## src/lbp_consts.vh

```
// Register offsets, field positions, reset values and timing constants of the LED PWM block
`ifndef LBP_CONSTS_VH
`define LBP_CONSTS_VH
`define LBP_ADDR_IDLE 8'ha0
`define LBP_ADDR_MASTER 8'ha1
`define LBP_ADDR_SETUP0 8'hb0
`define LBP_ADDR_CTRL0 8'hb1
`define LBP_ADDR_RAMP0 8'hb2
`define LBP_ADDR_INT_EN 8'hb3
`define LBP_ADDR_INT_STA 8'hb7
`define LBP_CH_STRIDE 8'h04
`define LBP_RESET_VAL 8'h00
`define LBP_BRIGHT_HI 7
`define LBP_BRIGHT_LO 4
`define LBP_TIMING_HI 3
`define LBP_TIMING_LO 1
`define LBP_RAMP_BIT 0
`define LBP_PER0_HI 7
`define LBP_PER0_LO 6
`define LBP_PER1_HI 5
`define LBP_PER1_LO 4
`define LBP_REP_HI 3
`define LBP_REP_LO 1
`define LBP_ORDER_BIT 0
`define LBP_RDOWN_HI 5
`define LBP_RDOWN_LO 3
`define LBP_RUP_HI 2
`define LBP_RUP_LO 0
`define LBP_UNIT_MS 20
`define LBP_CLK_HZ 10000000
`define LBP_UNIT_CYCLES (`LBP_UNIT_MS * (`LBP_CLK_HZ / 1000))
`endif

```

## src/lbp_slot_timer.v

```verilog
// Per-channel slot timer producing 1/128 time-unit ticks
`timescale 1ns/1ps
module lbp_slot_timer #(
  parameter SLOT_CYCLES = 1562
) (
  input wire clock,
  input wire rst_n,
  input wire run,
  output reg tick
);
  reg [31:0] count;
  always @(posedge clock) begin
    if (!rst_n || !run) begin
      count <= 32'h0;
      tick <= 1'b0;
    end else if (count >= SLOT_CYCLES - 1) begin
      count <= 32'h0;
      tick <= 1'b1;
    end else begin
      count <= count + 32'h1;
      tick <= 1'b0;
    end
  end
endmodule // lbp_slot_timer

```

## src/lbp_controller.v

```verilog
// Four-channel LED blink and brightness PWM controller with byte register port
`timescale 1ns/1ps
`include "lbp_consts.vh"
module lbp_controller #(
  parameter UNIT_CYCLES = `LBP_UNIT_CYCLES
) (
  input wire clock,
  input wire rst_n,
  input wire [7:0] reg_addr,
  input wire [7:0] reg_wdata,
  input wire reg_write,
  input wire reg_read,
  output reg [7:0] reg_rdata,
  input wire [3:0] gpio_out,
  output wire [3:0] pin_out,
  output wire irq
);
  localparam SLOT_CYCLES = UNIT_CYCLES / 128;
  localparam ST_IDLE = 2'd0;
  localparam ST_ON = 2'd1;
  localparam ST_OFF = 2'd2;
  localparam ST_DONE = 2'd3;

  reg [7:0] idle_level;
  reg [7:0] master;
  reg [7:0] int_en;
  reg [3:0] int_sta;
  reg [7:0] setup [0:3];
  reg [7:0] ctrl [0:3];
  reg [7:0] ramp [0:3];
  wire [3:0] pwm_line;
  wire [3:0] done_evt;
  wire [3:0] run;

  // Register write port
  integer i;
  always @(posedge clock) begin
    if (!rst_n) begin
      idle_level <= `LBP_RESET_VAL;
      master <= `LBP_RESET_VAL;
      int_en <= `LBP_RESET_VAL;
      for (i = 0; i < 4; i = i + 1) begin
        setup[i] <= `LBP_RESET_VAL;
        ctrl[i] <= `LBP_RESET_VAL;
        ramp[i] <= `LBP_RESET_VAL;
      end
    end else if (reg_write) begin
      if (reg_addr == `LBP_ADDR_IDLE)
        idle_level <= {4'h0, reg_wdata[3:0]};
      if (reg_addr == `LBP_ADDR_MASTER)
        master <= reg_wdata;
      if (reg_addr == `LBP_ADDR_INT_EN)
        int_en <= {4'h0, reg_wdata[3:0]};
      for (i = 0; i < 4; i = i + 1) begin
        if (reg_addr == `LBP_ADDR_SETUP0 + `LBP_CH_STRIDE * i[7:0])
          setup[i] <= reg_wdata;
        if (reg_addr == `LBP_ADDR_CTRL0 + `LBP_CH_STRIDE * i[7:0])
          ctrl[i] <= reg_wdata;
        if (reg_addr == `LBP_ADDR_RAMP0 + `LBP_CH_STRIDE * i[7:0])
          ramp[i] <= {2'b00, reg_wdata[5:0]};
      end
    end
  end

  // Completion status, write one to clear, set wins
  integer k;
  always @(posedge clock) begin
    if (!rst_n) begin
      int_sta <= 4'h0;
    end else begin
      for (k = 0; k < 4; k = k + 1) begin
        if (done_evt[k])
          int_sta[k] <= 1'b1;
        else if (reg_write && reg_addr == `LBP_ADDR_INT_STA && reg_wdata[k])
          int_sta[k] <= 1'b0;
      end
    end
  end

  assign irq = |(int_sta & int_en[3:0]);

  // Read port
  integer j;
  always @(posedge clock) begin
    if (!rst_n) begin
      reg_rdata <= 8'h00;
    end else if (reg_read) begin
      reg_rdata <= 8'h00;
      if (reg_addr == `LBP_ADDR_IDLE)
        reg_rdata <= idle_level;
      if (reg_addr == `LBP_ADDR_MASTER)
        reg_rdata <= master;
      if (reg_addr == `LBP_ADDR_INT_EN)
        reg_rdata <= int_en;
      if (reg_addr == `LBP_ADDR_INT_STA)
        reg_rdata <= {4'h0, int_sta};
      for (j = 0; j < 4; j = j + 1) begin
        if (reg_addr == `LBP_ADDR_SETUP0 + `LBP_CH_STRIDE * j[7:0])
          reg_rdata <= setup[j];
        if (reg_addr == `LBP_ADDR_CTRL0 + `LBP_CH_STRIDE * j[7:0])
          reg_rdata <= ctrl[j];
        if (reg_addr == `LBP_ADDR_RAMP0 + `LBP_CH_STRIDE * j[7:0])
          reg_rdata <= ramp[j];
      end
    end
  end

  genvar g;
  generate
    for (g = 0; g < 4; g = g + 1) begin : chan
      reg [1:0] state;
      reg [1:0] next_state;
      reg [3:0] slot;
      reg [6:0] sub;
      reg [7:0] unit_div;
      reg [2:0] units;
      reg [2:0] pairs;
      reg half;
      reg [3:0] level;
      reg ramping_down;
      reg [12:0] step_cnt;
      reg line;
      wire tick;
      wire [2:0] timing = setup[g][`LBP_TIMING_HI:`LBP_TIMING_LO];
      wire [3:0] bright = setup[g][`LBP_BRIGHT_HI:`LBP_BRIGHT_LO];
      wire ramp_mode = setup[g][`LBP_RAMP_BIT];
      wire [1:0] per0 = ctrl[g][`LBP_PER0_HI:`LBP_PER0_LO];
      wire [1:0] per1 = ctrl[g][`LBP_PER1_HI:`LBP_PER1_LO];
      wire [2:0] rep = ctrl[g][`LBP_REP_HI:`LBP_REP_LO];
      wire order = ctrl[g][`LBP_ORDER_BIT];
      wire [2:0] rup = ramp[g][`LBP_RUP_HI:`LBP_RUP_LO];
      wire [2:0] rdn = ramp[g][`LBP_RDOWN_HI:`LBP_RDOWN_LO];
      reg [7:0] unit_len;
      reg [7:0] step_len;
      reg [2:0] cur_len;
      reg pin_level;
      wire [2:0] on_len = {1'b0, per0} + 3'd1;
      wire [2:0] off_len = {1'b0, per1};
      wire [2:0] rcode = ramping_down ? rdn : rup;
      wire unit_end = tick && sub == 7'h7f && unit_div == unit_len - 8'h01;

      // Ramp step and lead-in of the descent, in slots
      wire [12:0] step_total = {5'h00, step_len} * {5'h00, unit_len};
      wire [19:0] down_lead = {7'h00, step_total} * {16'h0000, bright};
      wire [19:0] unit_pos = {5'h00, unit_div, sub};
      wire [19:0] unit_ticks = {5'h00, unit_len, 7'h00};
      wire down_due = units == cur_len - 3'd1 && unit_pos + down_lead >= unit_ticks;

      // With no OFF interval every ON interval closes a pair
      wire last_half = half || off_len == 3'd0;
      wire interval_end = unit_end && units == cur_len - 3'd1;
      wire pair_end = interval_end && last_half;

      // Time unit doubles with each timing code
      always @* begin
        case (timing)
          3'd0: unit_len = 8'h01;
          3'd1: unit_len = 8'h02;
          3'd2: unit_len = 8'h04;
          3'd3: unit_len = 8'h08;
          3'd4: unit_len = 8'h10;
          3'd5: unit_len = 8'h20;
          3'd6: unit_len = 8'h40;
          3'd7: unit_len = 8'h80;
          default: unit_len = 8'h01;
        endcase
      end

      // Slots per level step at timing code 0, scaled by unit_len; reserved codes act as the slowest code
      always @* begin
        case (rcode)
          3'd0: step_len = 8'h20;
          3'd1: step_len = 8'h10;
          3'd2: step_len = 8'h08;
          3'd3: step_len = 8'h04;
          3'd4: step_len = 8'h02;
          3'd5: step_len = 8'h01;
          default: step_len = 8'h20;
        endcase
      end

      // Length of the running interval in time units
      always @* begin
        case (state)
          ST_ON: cur_len = on_len;
          ST_OFF: cur_len = off_len;
          default: cur_len = 3'd0;
        endcase
      end

      assign run[g] = master[g] && state != ST_DONE;

      lbp_slot_timer #(.SLOT_CYCLES(SLOT_CYCLES)) u_timer (
        .clock(clock),
        .rst_n(rst_n),
        .run(run[g]),
        .tick(tick)
      );

      always @* begin
        next_state = state;
        case (state)
          ST_IDLE: begin
            if (master[g] && order)
              next_state = ST_OFF;
            else if (master[g])
              next_state = ST_ON;
          end
          ST_ON: begin
            if (!master[g])
              next_state = ST_IDLE;
            else if (pair_end && rep != 3'd0 && pairs == rep - 3'd1)
              next_state = ST_DONE;
            else if (interval_end)
              next_state = (off_len == 3'd0) ? ST_ON : ST_OFF;
          end
          ST_OFF: begin
            if (!master[g])
              next_state = ST_IDLE;
            else if (pair_end && rep != 3'd0 && pairs == rep - 3'd1)
              next_state = ST_DONE;
            else if (interval_end || off_len == 3'd0)
              next_state = ST_ON;
          end
          ST_DONE: begin
            if (!master[g])
              next_state = ST_IDLE;
          end
          default: next_state = ST_IDLE;
        endcase
      end

      // Sequencer, duty slot counter and ramp level
      always @(posedge clock) begin
        if (!rst_n) begin
          state <= ST_IDLE;
          slot <= 4'h0;
          sub <= 7'h00;
          unit_div <= 8'h00;
          units <= 3'd0;
          pairs <= 3'd0;
          half <= 1'b0;
          level <= 4'h0;
          ramping_down <= 1'b0;
          step_cnt <= 13'h0000;
          line <= 1'b0;
        end else begin
          state <= next_state;
          if (state != next_state || next_state == ST_IDLE) begin
            units <= 3'd0;
            unit_div <= 8'h00;
            sub <= 7'h00;
            step_cnt <= 13'h0000;
            ramping_down <= 1'b0;
            level <= ramp_mode ? 4'h0 : bright;
            if (next_state == ST_IDLE) begin
              pairs <= 3'd0;
              half <= 1'b0;
            end else if (state != ST_IDLE) begin
              half <= ~half;
              if (half)
                pairs <= pairs + 3'd1;
            end
          end else if (tick) begin
            slot <= slot + 4'h1;
            sub <= sub + 7'h01;
            if (sub == 7'h7f) begin
              if (unit_div == unit_len - 8'h01) begin
                unit_div <= 8'h00;
                units <= (units == cur_len - 3'd1) ? 3'd0 : units + 3'd1;
                if (units == cur_len - 3'd1 && state == ST_ON && off_len == 3'd0) begin
                  pairs <= pairs + 3'd1;
                  level <= ramp_mode ? 4'h0 : bright;
                  ramping_down <= 1'b0;
                end
              end else begin
                unit_div <= unit_div + 8'h01;
              end
            end
            // Ramp steps one level per step_total slots
            if (ramp_mode && state == ST_ON) begin
              if (step_cnt >= step_total - 13'h0001) begin
                step_cnt <= 13'h0000;
                if (!ramping_down && level < bright)
                  level <= level + 4'h1;
                else if (ramping_down && level != 4'h0)
                  level <= level - 4'h1;
              end else begin
                step_cnt <= step_cnt + 13'h0001;
              end
              // Start descending so the ramp ends with the interval
              if (!ramping_down && bright != 4'h0 && down_due) begin
                ramping_down <= 1'b1;
              end
            end
          end
          // Duty: high for (level+1) of 16 slots
          line <= (state == ST_ON) && (slot <= level);
        end
      end

      assign done_evt[g] = state != ST_DONE && next_state == ST_DONE && rep != 3'd0;
      assign pwm_line[g] = run[g] ? line : idle_level[g];

      // Pin routing between the PWM line and plain GPIO
      always @* begin
        case (master[4 + g])
          1'b1: pin_level = pwm_line[g];
          default: pin_level = gpio_out[g];
        endcase
      end
      assign pin_out[g] = pin_level;
    end
  endgenerate
endmodule // lbp_controller

```

## config.mk

```make
export PLATFORM = sky130hd
export DESIGN_NAME = lbp_controller
export DESIGN_NICKNAME = d
export VERILOG_FILES = /design/src/lbp_slot_timer.v /design/src/lbp_controller.v
export VERILOG_INCLUDE_DIRS = /design/src
export SDC_FILE = /design/constraint.sdc
export NUM_CORES = 1
export LEC_CHECK = 0
export BUFFER_PORTS_ARGS = -buffer_cell sky130_fd_sc_hd__buf_2
export CAP_MARGIN = 20
export CORE_ASPECT_RATIO = 1.4
export CORE_MARGIN = 2
export CORE_UTILIZATION = 61
export CTS_BUF_LIST = sky130_fd_sc_hd__clkbuf_4
export CTS_CLUSTER_SIZE = 14
export DETAILED_ROUTE_END_ITERATION = 8
export PLACE_DENSITY = 0.77
export SLEW_MARGIN = 5
export SYNTH_ARGS = -nofsm -noshare
export SYNTH_HDL_FRONTEND = slang
export SYNTH_SLANG_ARGS = --single-unit
```

## constraint.sdc

```tcl
create_clock -name clock -period 12 [get_ports clock]
set_input_delay 1.2 -clock clock [delete_from_list [all_inputs] [get_ports clock]]
set_output_delay 1.2 -clock clock [all_outputs]
set_load 0.03 [all_outputs]
```

* Yosys cells after proc, flatten, opt, wreduce, memory -nomap -nowiden
Memory sizes are Yosys's and may differ from the RTL's. Index checks and enable logic that the tools add are counted.
Storage, ports and cells: input bits 24, memory bits (read-only) 256, memories kept 7, RAM bits 88, bits in registers 348, output and inout bits 13
Memories:
- (name not given) | depth 8, width 8, rd ports 1, clocked after Yosys merged registers in 0, write ports 0, RTL line lbp_controller.v:156 | case (timing)
- (name not given) | depth 8, width 8, rd ports 1, clocked after Yosys merged registers in 0, write ports 0, RTL line lbp_controller.v:156
- (name not given) | depth 8, width 8, rd ports 1, clocked after Yosys merged registers in 0, write ports 0, RTL line lbp_controller.v:156
- (name not given) | depth 8, width 8, rd ports 1, clocked after Yosys merged registers in 0, write ports 0, RTL line lbp_controller.v:156
- ctrl | depth 4, width 8, rd ports 4, clocked after Yosys merged registers in 0, write ports 4, RTL line lbp_controller.v:29 | reg [7:0] ctrl [0:3];
- setup | depth 4, width 8, rd ports 4, clocked after Yosys merged registers in 0, write ports 4, RTL line lbp_controller.v:28 | reg [7:0] setup [0:3];
- 1 more memories
Operators by class: add/sub/neg operators 60, mux-type cells 265, multiply operators 8, bitwise logic cells 22, equal/unequal tests 84, reduce and logical (&&, ||, !) cells 194, $lt $le $gt $ge 20
Operators by type and width (count):
- two-way mux 8 bit | 27
- two-way mux 4 bit | 41
- adder 32 x 1 -> 32 bit (second input constant) | 4
- == test 8 bit (second input constant) | 16
- greater-or-equal comparator 32 x 11 -> 1 bit (second input constant) | 4
- two-way mux 3 bit | 40
- one-hot mux 6 bit (5 select lines) | 4
- two-way mux 1 bit | 97
- logical AND 1 bit | 81
- two-way mux 2 bit | 40
- adder 15 x 17 -> 18 bit | 4
- greater-or-equal comparator 18 x 15 -> 1 bit | 4
- multiplier 13 x 4 -> 17 bit | 4
- nonzero test 2 bit | 28
- adder 13 x 1 -> 13 bit (second input constant) | 4
- greater-or-equal comparator 13 bit | 4
- multiplier 8 x 8 -> 13 bit | 4
- two-way mux 13 bit | 4
- subtractor 13 x 1 -> 13 bit (second input constant) | 4
- AND reduction 2 bit | 19
- adder 4 x 1 -> 4 bit (second input constant) | 8
- adder 8 x 1 -> 8 bit (second input constant) | 4
- == test 8 bit | 4
- one-hot mux 2 bit (4 select lines) | 4
- 34 further kinds | 200

* Depth between registers and ports, before layout
word-level depth 17, depth in mapped cells 41, gate-level depth less buffers 40

* Hierarchy
A second synthesis with hierarchy kept.
Unflattened totals: cells, all modules 4624, area total of the unflattened synthesis 39008.7 um^2
By module, submodules not included:
- lbp_controller | instances 1, area an instance 34774.6 um^2, cells an instance 4254, seq. area each 6966.7 um^2
- lbp_slot_timer at chan[0].u_timer ... | instances 3, area an instance 1059.8 um^2, cells an instance 93, seq. area each 660.6 um^2
- lbp_slot_timer at chan[3].u_timer | instances 1, area an instance 1054.8 um^2, cells an instance 91, seq. area each 660.6 um^2

* Worst setup path before layout
No wires, ideal clock.
path kind reg-to-reg, from register chan[1].ramping_down, to register chan[1].ramping_down, arrival 8.498 ns, path buffers 1, slack 3.431 ns, cell stages (with the launch flop) 40, cells stage by stage dfxtp_1 > clkbuf_1 > inv_1 > o32ai_1 > nand2_1 > nor2_1 > fa_1 > fa_1 > inv_1 > fa_1 > inv_1 > ha_1 > inv_1 > o21bai_1 > a21oi_1 > o21bai_1 > a21oi_1 > xnor2_1 > [... 4 more ...] > fa_1 > inv_1 > ha_1 > or2_2 > a21oi_1 > a21oi_1 > a21oi_1 > xnor2_1 > ha_1 > nand4b_1 > nor3_1 > o2111ai_1 > a21oi_1 > a211oi_1 > a41oi_1 > nand2_1 > a21o_1 > a21oi_1
Between the ends: word-level cells in the longest chain between the ends 11, elaborated cells between the ends (all ways) 20
Ends and longest elaborated chain:
- start: declaration | RTL line lbp_controller.v:120 | reg ramping_down;
- start signal: assignment | RTL line lbp_controller.v:244 | ramping_down <= 1'b0;
- start signal: assignment | RTL line lbp_controller.v:254 | ramping_down <= 1'b0;
- start signal: assignment | RTL line lbp_controller.v:274 | ramping_down <= 1'b0;
- two-way mux 3 bit | RTL line lbp_controller.v:139 | wire [2:0] rcode = ramping_down ? rdn : rup;
- == test 3 bit, or another cell as far along | RTL line lbp_controller.v:171 | case (rcode)
- one-hot mux 6 bit (5 select lines) | RTL line lbp_controller.v:171
- multiplier 8 x 8 -> 13 bit | RTL line lbp_controller.v:143 | wire [12:0] step_total = {5'h00, step_len} * {5'h00, unit_len};
- multiplier 13 x 4 -> 17 bit | RTL line lbp_controller.v:144 | wire [19:0] down_lead = {7'h00, step_total} * {16'h0000, bright};
- adder 15 x 17 -> 18 bit | RTL line lbp_controller.v:147 | wire down_due = units == cur_len - 3'd1 && unit_pos + down_lead >= unit_ticks;
- greater-or-equal comparator 18 x 15 -> 1 bit | RTL line lbp_controller.v:147
- logical AND 1 bit | RTL line lbp_controller.v:147
- logical AND 1 bit | RTL line lbp_controller.v:292 | if (!ramping_down && bright != 4'h0 && down_due) begin
- two-way mux 1 bit | RTL line lbp_controller.v:292
- two-way mux 1 bit * | RTL line lbp_controller.v:281 | if (ramp_mode && state == ST_ON) begin
Mark *: on every way between the ends. The rest lies on a longest branch, timed or not. A chain may end at the register's enable or synchronous reset.

* Worst setup path in the final report
Ends and elaborated chain as after synthesis.

==> results.cfg <==
[logic_synthesis]
yosys.area.top_type_share_pct = 17.8
synth_ff_type = dfxtp_1
synth-simple-area-share_pct = 23.3
yosysWarnings = 0
synth_seq_cells = 436
netlist_top_cells_area = dfxtp_1, fa_1, ha_1
yosys.area_share.adder_pct = 24.6
synthTopCellsByCount = inv_1, nor2_1, nand2_1
seq_area_frac_synth_pct = 24.6
synth_edf_count = 88
synth_top_family_by_area = adder cells
synth_compound_area_share_pct = 12.4
synth.largest_area_cell = dfxtp_1
synth.area.mux_share_pct = 1.63
ys_types = 101
synth_cells = 4658
async_reset_ff_share_pct = 0
synthXorXnorAreaFrac_pct = 6.58
syn_area_um2 = 39000
synth_most_common_cell = inv_1
syn_avg_cell_area_um2 = 8.38

[setup_path]
cpMaxStageDelayCell = dfxtp_1
crit_arrival_ns = 10.42
worstSetupStartpointType = register
end_kind = register
ff2ff_path_depth = 38
worstReg2RegEnd = chan[1].ramping_down
max_stage_delay_ns = 0.75
cp_max_fo = 15
path_common_cell = a21oi_1
worstReg2RegStart = chan[1].ramping_down
timing.setup.critical_path_class = reg -> reg
required_ns = 12.84
reg2reg_slack_ns = 2.43

[global_route]
grt_pass1_wl_um = 160000
grt_pass1_vias = 32900
grt_use_total_pct = 30.0
grt_start_max_net_pins = 57
globalRouteOverflowTotal = 0
antenna_found_initial = 9

[floorplanning]
num_rows = 109
core-area_um2 = 63300
io_pins = 37
fp.dieH_um = 303
die_w_um = 218
start_util_pct = 61.7
die-area_um2 = 66100

[cells_and_area]
area_growth_pct = 6.42
nets = 5391
drive_gt1_share_pct = 6.23
final_util_pct = 65.7
filler_cell_count = 5457

[timing]
final_max_slew_viol_count = 0
max_slew_margin_pct = 32.1
worst_slew_pin_slew_ns = 1.02
finalCriticalPeriod_ns = 9.57
rsz0062_at_grt = false
clock_skew_ns = 0.0995
finalSetupViolations = 0
final-hold-violation-count = 0
fin_crit_sh_pct = 79.8
timing.fmax_mhz = 104
tns_ns = 0

[cts]
root_buffer = clkbuf_4
ctsHtreeMaxLevel = 3
cts.sinks = 436
cts_setup_buffers = 0
cts_resized = 0
clk-insertion-delay-late_ns = 0.96
clock_path_buffers = 3
hold_buffers = 0
clkTransAtPathRegs_ns = 0.08
cts_tree = built
cts_buffers = 107

[pwr]
finalPower_mw = 3.50
power.density_nw_per_um2 = 84.1
p_leak_nw = 18.6
peakVddDrop_v = 0.0000853

[outcome]
status = finished clean

[run]
cap_violations = 0

[drt]
drt-initial-drc-count = 2664
drc = 0
routed_via_density = 5.89
dr.pass1.iters = 8
num_vias = 33400
wl_per_cell_um = 17.4
ant_nets = 0
routed_wl_um = 98700

[worst_hold_path]
hp-start = int_sta[1]
whs_path_depth = 2
min_to = int_sta[1]
hold_class = reg -> reg

[place]
dp.final_hpwl_um = 75700
port_buffers = 36
gp_congestion = 0.980
==> layer usage <==
layer | up-vias | routed length (µm) | track usage, %
li1 | 16100 | - | -
met4 | 6 | 4420 | 14.4
met3 | 302 | 6160 | 4.63
met5 | - | 36 | 0
met2 | 1102 | 49200 | 53.7
met1 | 16000 | 38900 | 35.1
==> how the worst max path moves through the flow <==
| stage | start | to | slack [ns] |
|---|---|---|---|
| floorplan | chan[1].ramping_down | chan[1].ramping_down | 3.43 |
| global placement | chan[1].ramping_down | chan[1].ramping_down | 2.69 |
| detailed placement | chan[1].ramping_down | chan[1].ramping_down | 2.53 |
| CTS | chan[1].ramping_down | chan[1].ramping_down | 2.48 |
| global route | chan[2].ramping_down | chan[2].ramping_down | 1.88 |
| finish | chan[1].ramping_down | chan[1].ramping_down | 2.43 |
==> worst max-delay path: cells and delay by family, from the launching register on <==
family	cells	cell delay, ns
AO/OA/AOI/OAI	14	2.67
adder cells (fa/ha/maj)	9	3.86
AND/OR/NAND/NOR	7	1.26
buffers and inverters	6	0.54
flip-flops	1	0.75
XOR/XNOR	2	0.37
==> power breakdown <==
part	internal, mW	switching (mW)
clock network	0.693	0.657
logic	0.223	0.343
registers	1.53	0.0525
total	2.44	1.05
==> metrics by stage <==
step	instances	setup WS (ns)	instance area (µm²)	hold slack [ns]
floorplan	4741	3.43	39400	0.437
global placement	5466	2.69	40000	0.448
detailed placement	5466	2.53	40000	0.461
CTS	5664	2.48	41500	0.476
global route	5669	1.88	41500	0.503
finish	5674	2.43	41500	0.479
==> registers in the layout, summed over array words and instances, names as in the netlist <==
| register | flops |
|---|---|
| ramp | 24 |
| ctrl | 32 |
| master | 8 |
| setup | 32 |
| int_sta | 4 |
| chan.step_cnt | 52 |
| chan.u_timer.tick | 4 |
| chan.sub | 28 |
| chan.u_timer.count | 128 |
| chan.state | 8 |
| chan.pairs | 12 |
| reg_rdata | 8 |
| chan.line | 4 |
| chan.unit_div | 32 |
| chan.level | 16 |
| chan.ramping_down | 4 |
| chan.units | 12 |
| idle_level | 4 |
| chan.slot | 16 |
| int_en | 4 |
| chan.half | 4 |
==> cell usage in the layout, fill, tap and decap left out, drive strengths merged, types with 27 or more instances in the layout <==
master / instances
inv: 534
dfxtp: 348
and2: 182
nor2b: 56
edfxtp: 88
nand2b: 51
xnor2: 184
clkbuf: 157
a21oi: 202
fa: 240
a21o: 42
xor2: 104
nor2: 502
nand2: 397
nor4: 55
a22oi: 27
ha: 384
a31oi: 31
and3: 127
a211oi: 34
mux2i: 49
nand3: 173
clkinv: 34
o211ai: 29
nor3: 97
nand4: 59
buf: 54
conb: 84
o21ai: 133
==> area by class of cell <==
| class | instances | area [µm²] | share of cell area, % |
|---|---|---|---|
| Inverter | 531 | 1990 | 4.80 |
| Tap cell | 832 | 1040 | 2.51 |
| Timing Repair Buffer | 54 | 315 | 0.759 |
| Sequential cell | 436 | 9610 | 23.1 |
| Clock buffer | 157 | 1180 | 2.84 |
| Antenna cell | 10 | 25.0 | 0.0602 |
| Multi-Input combinational cell | 3613 | 27100 | 65.2 |
| Clock inverter | 41 | 294 | 0.708 |
==> cells by family after synthesis <==
| family | Yosys count |
|---|---|
| fa+ha+maj | 624 |
| flops | 436 |
| simple gates | 1826 |
| compound gates | 728 |
| other cells | 1 |
| mux | 61 |
| buf+inv | 692 |
| xor+xnor | 290 |
No activity file was read; power rests on OpenSTA's default activity.
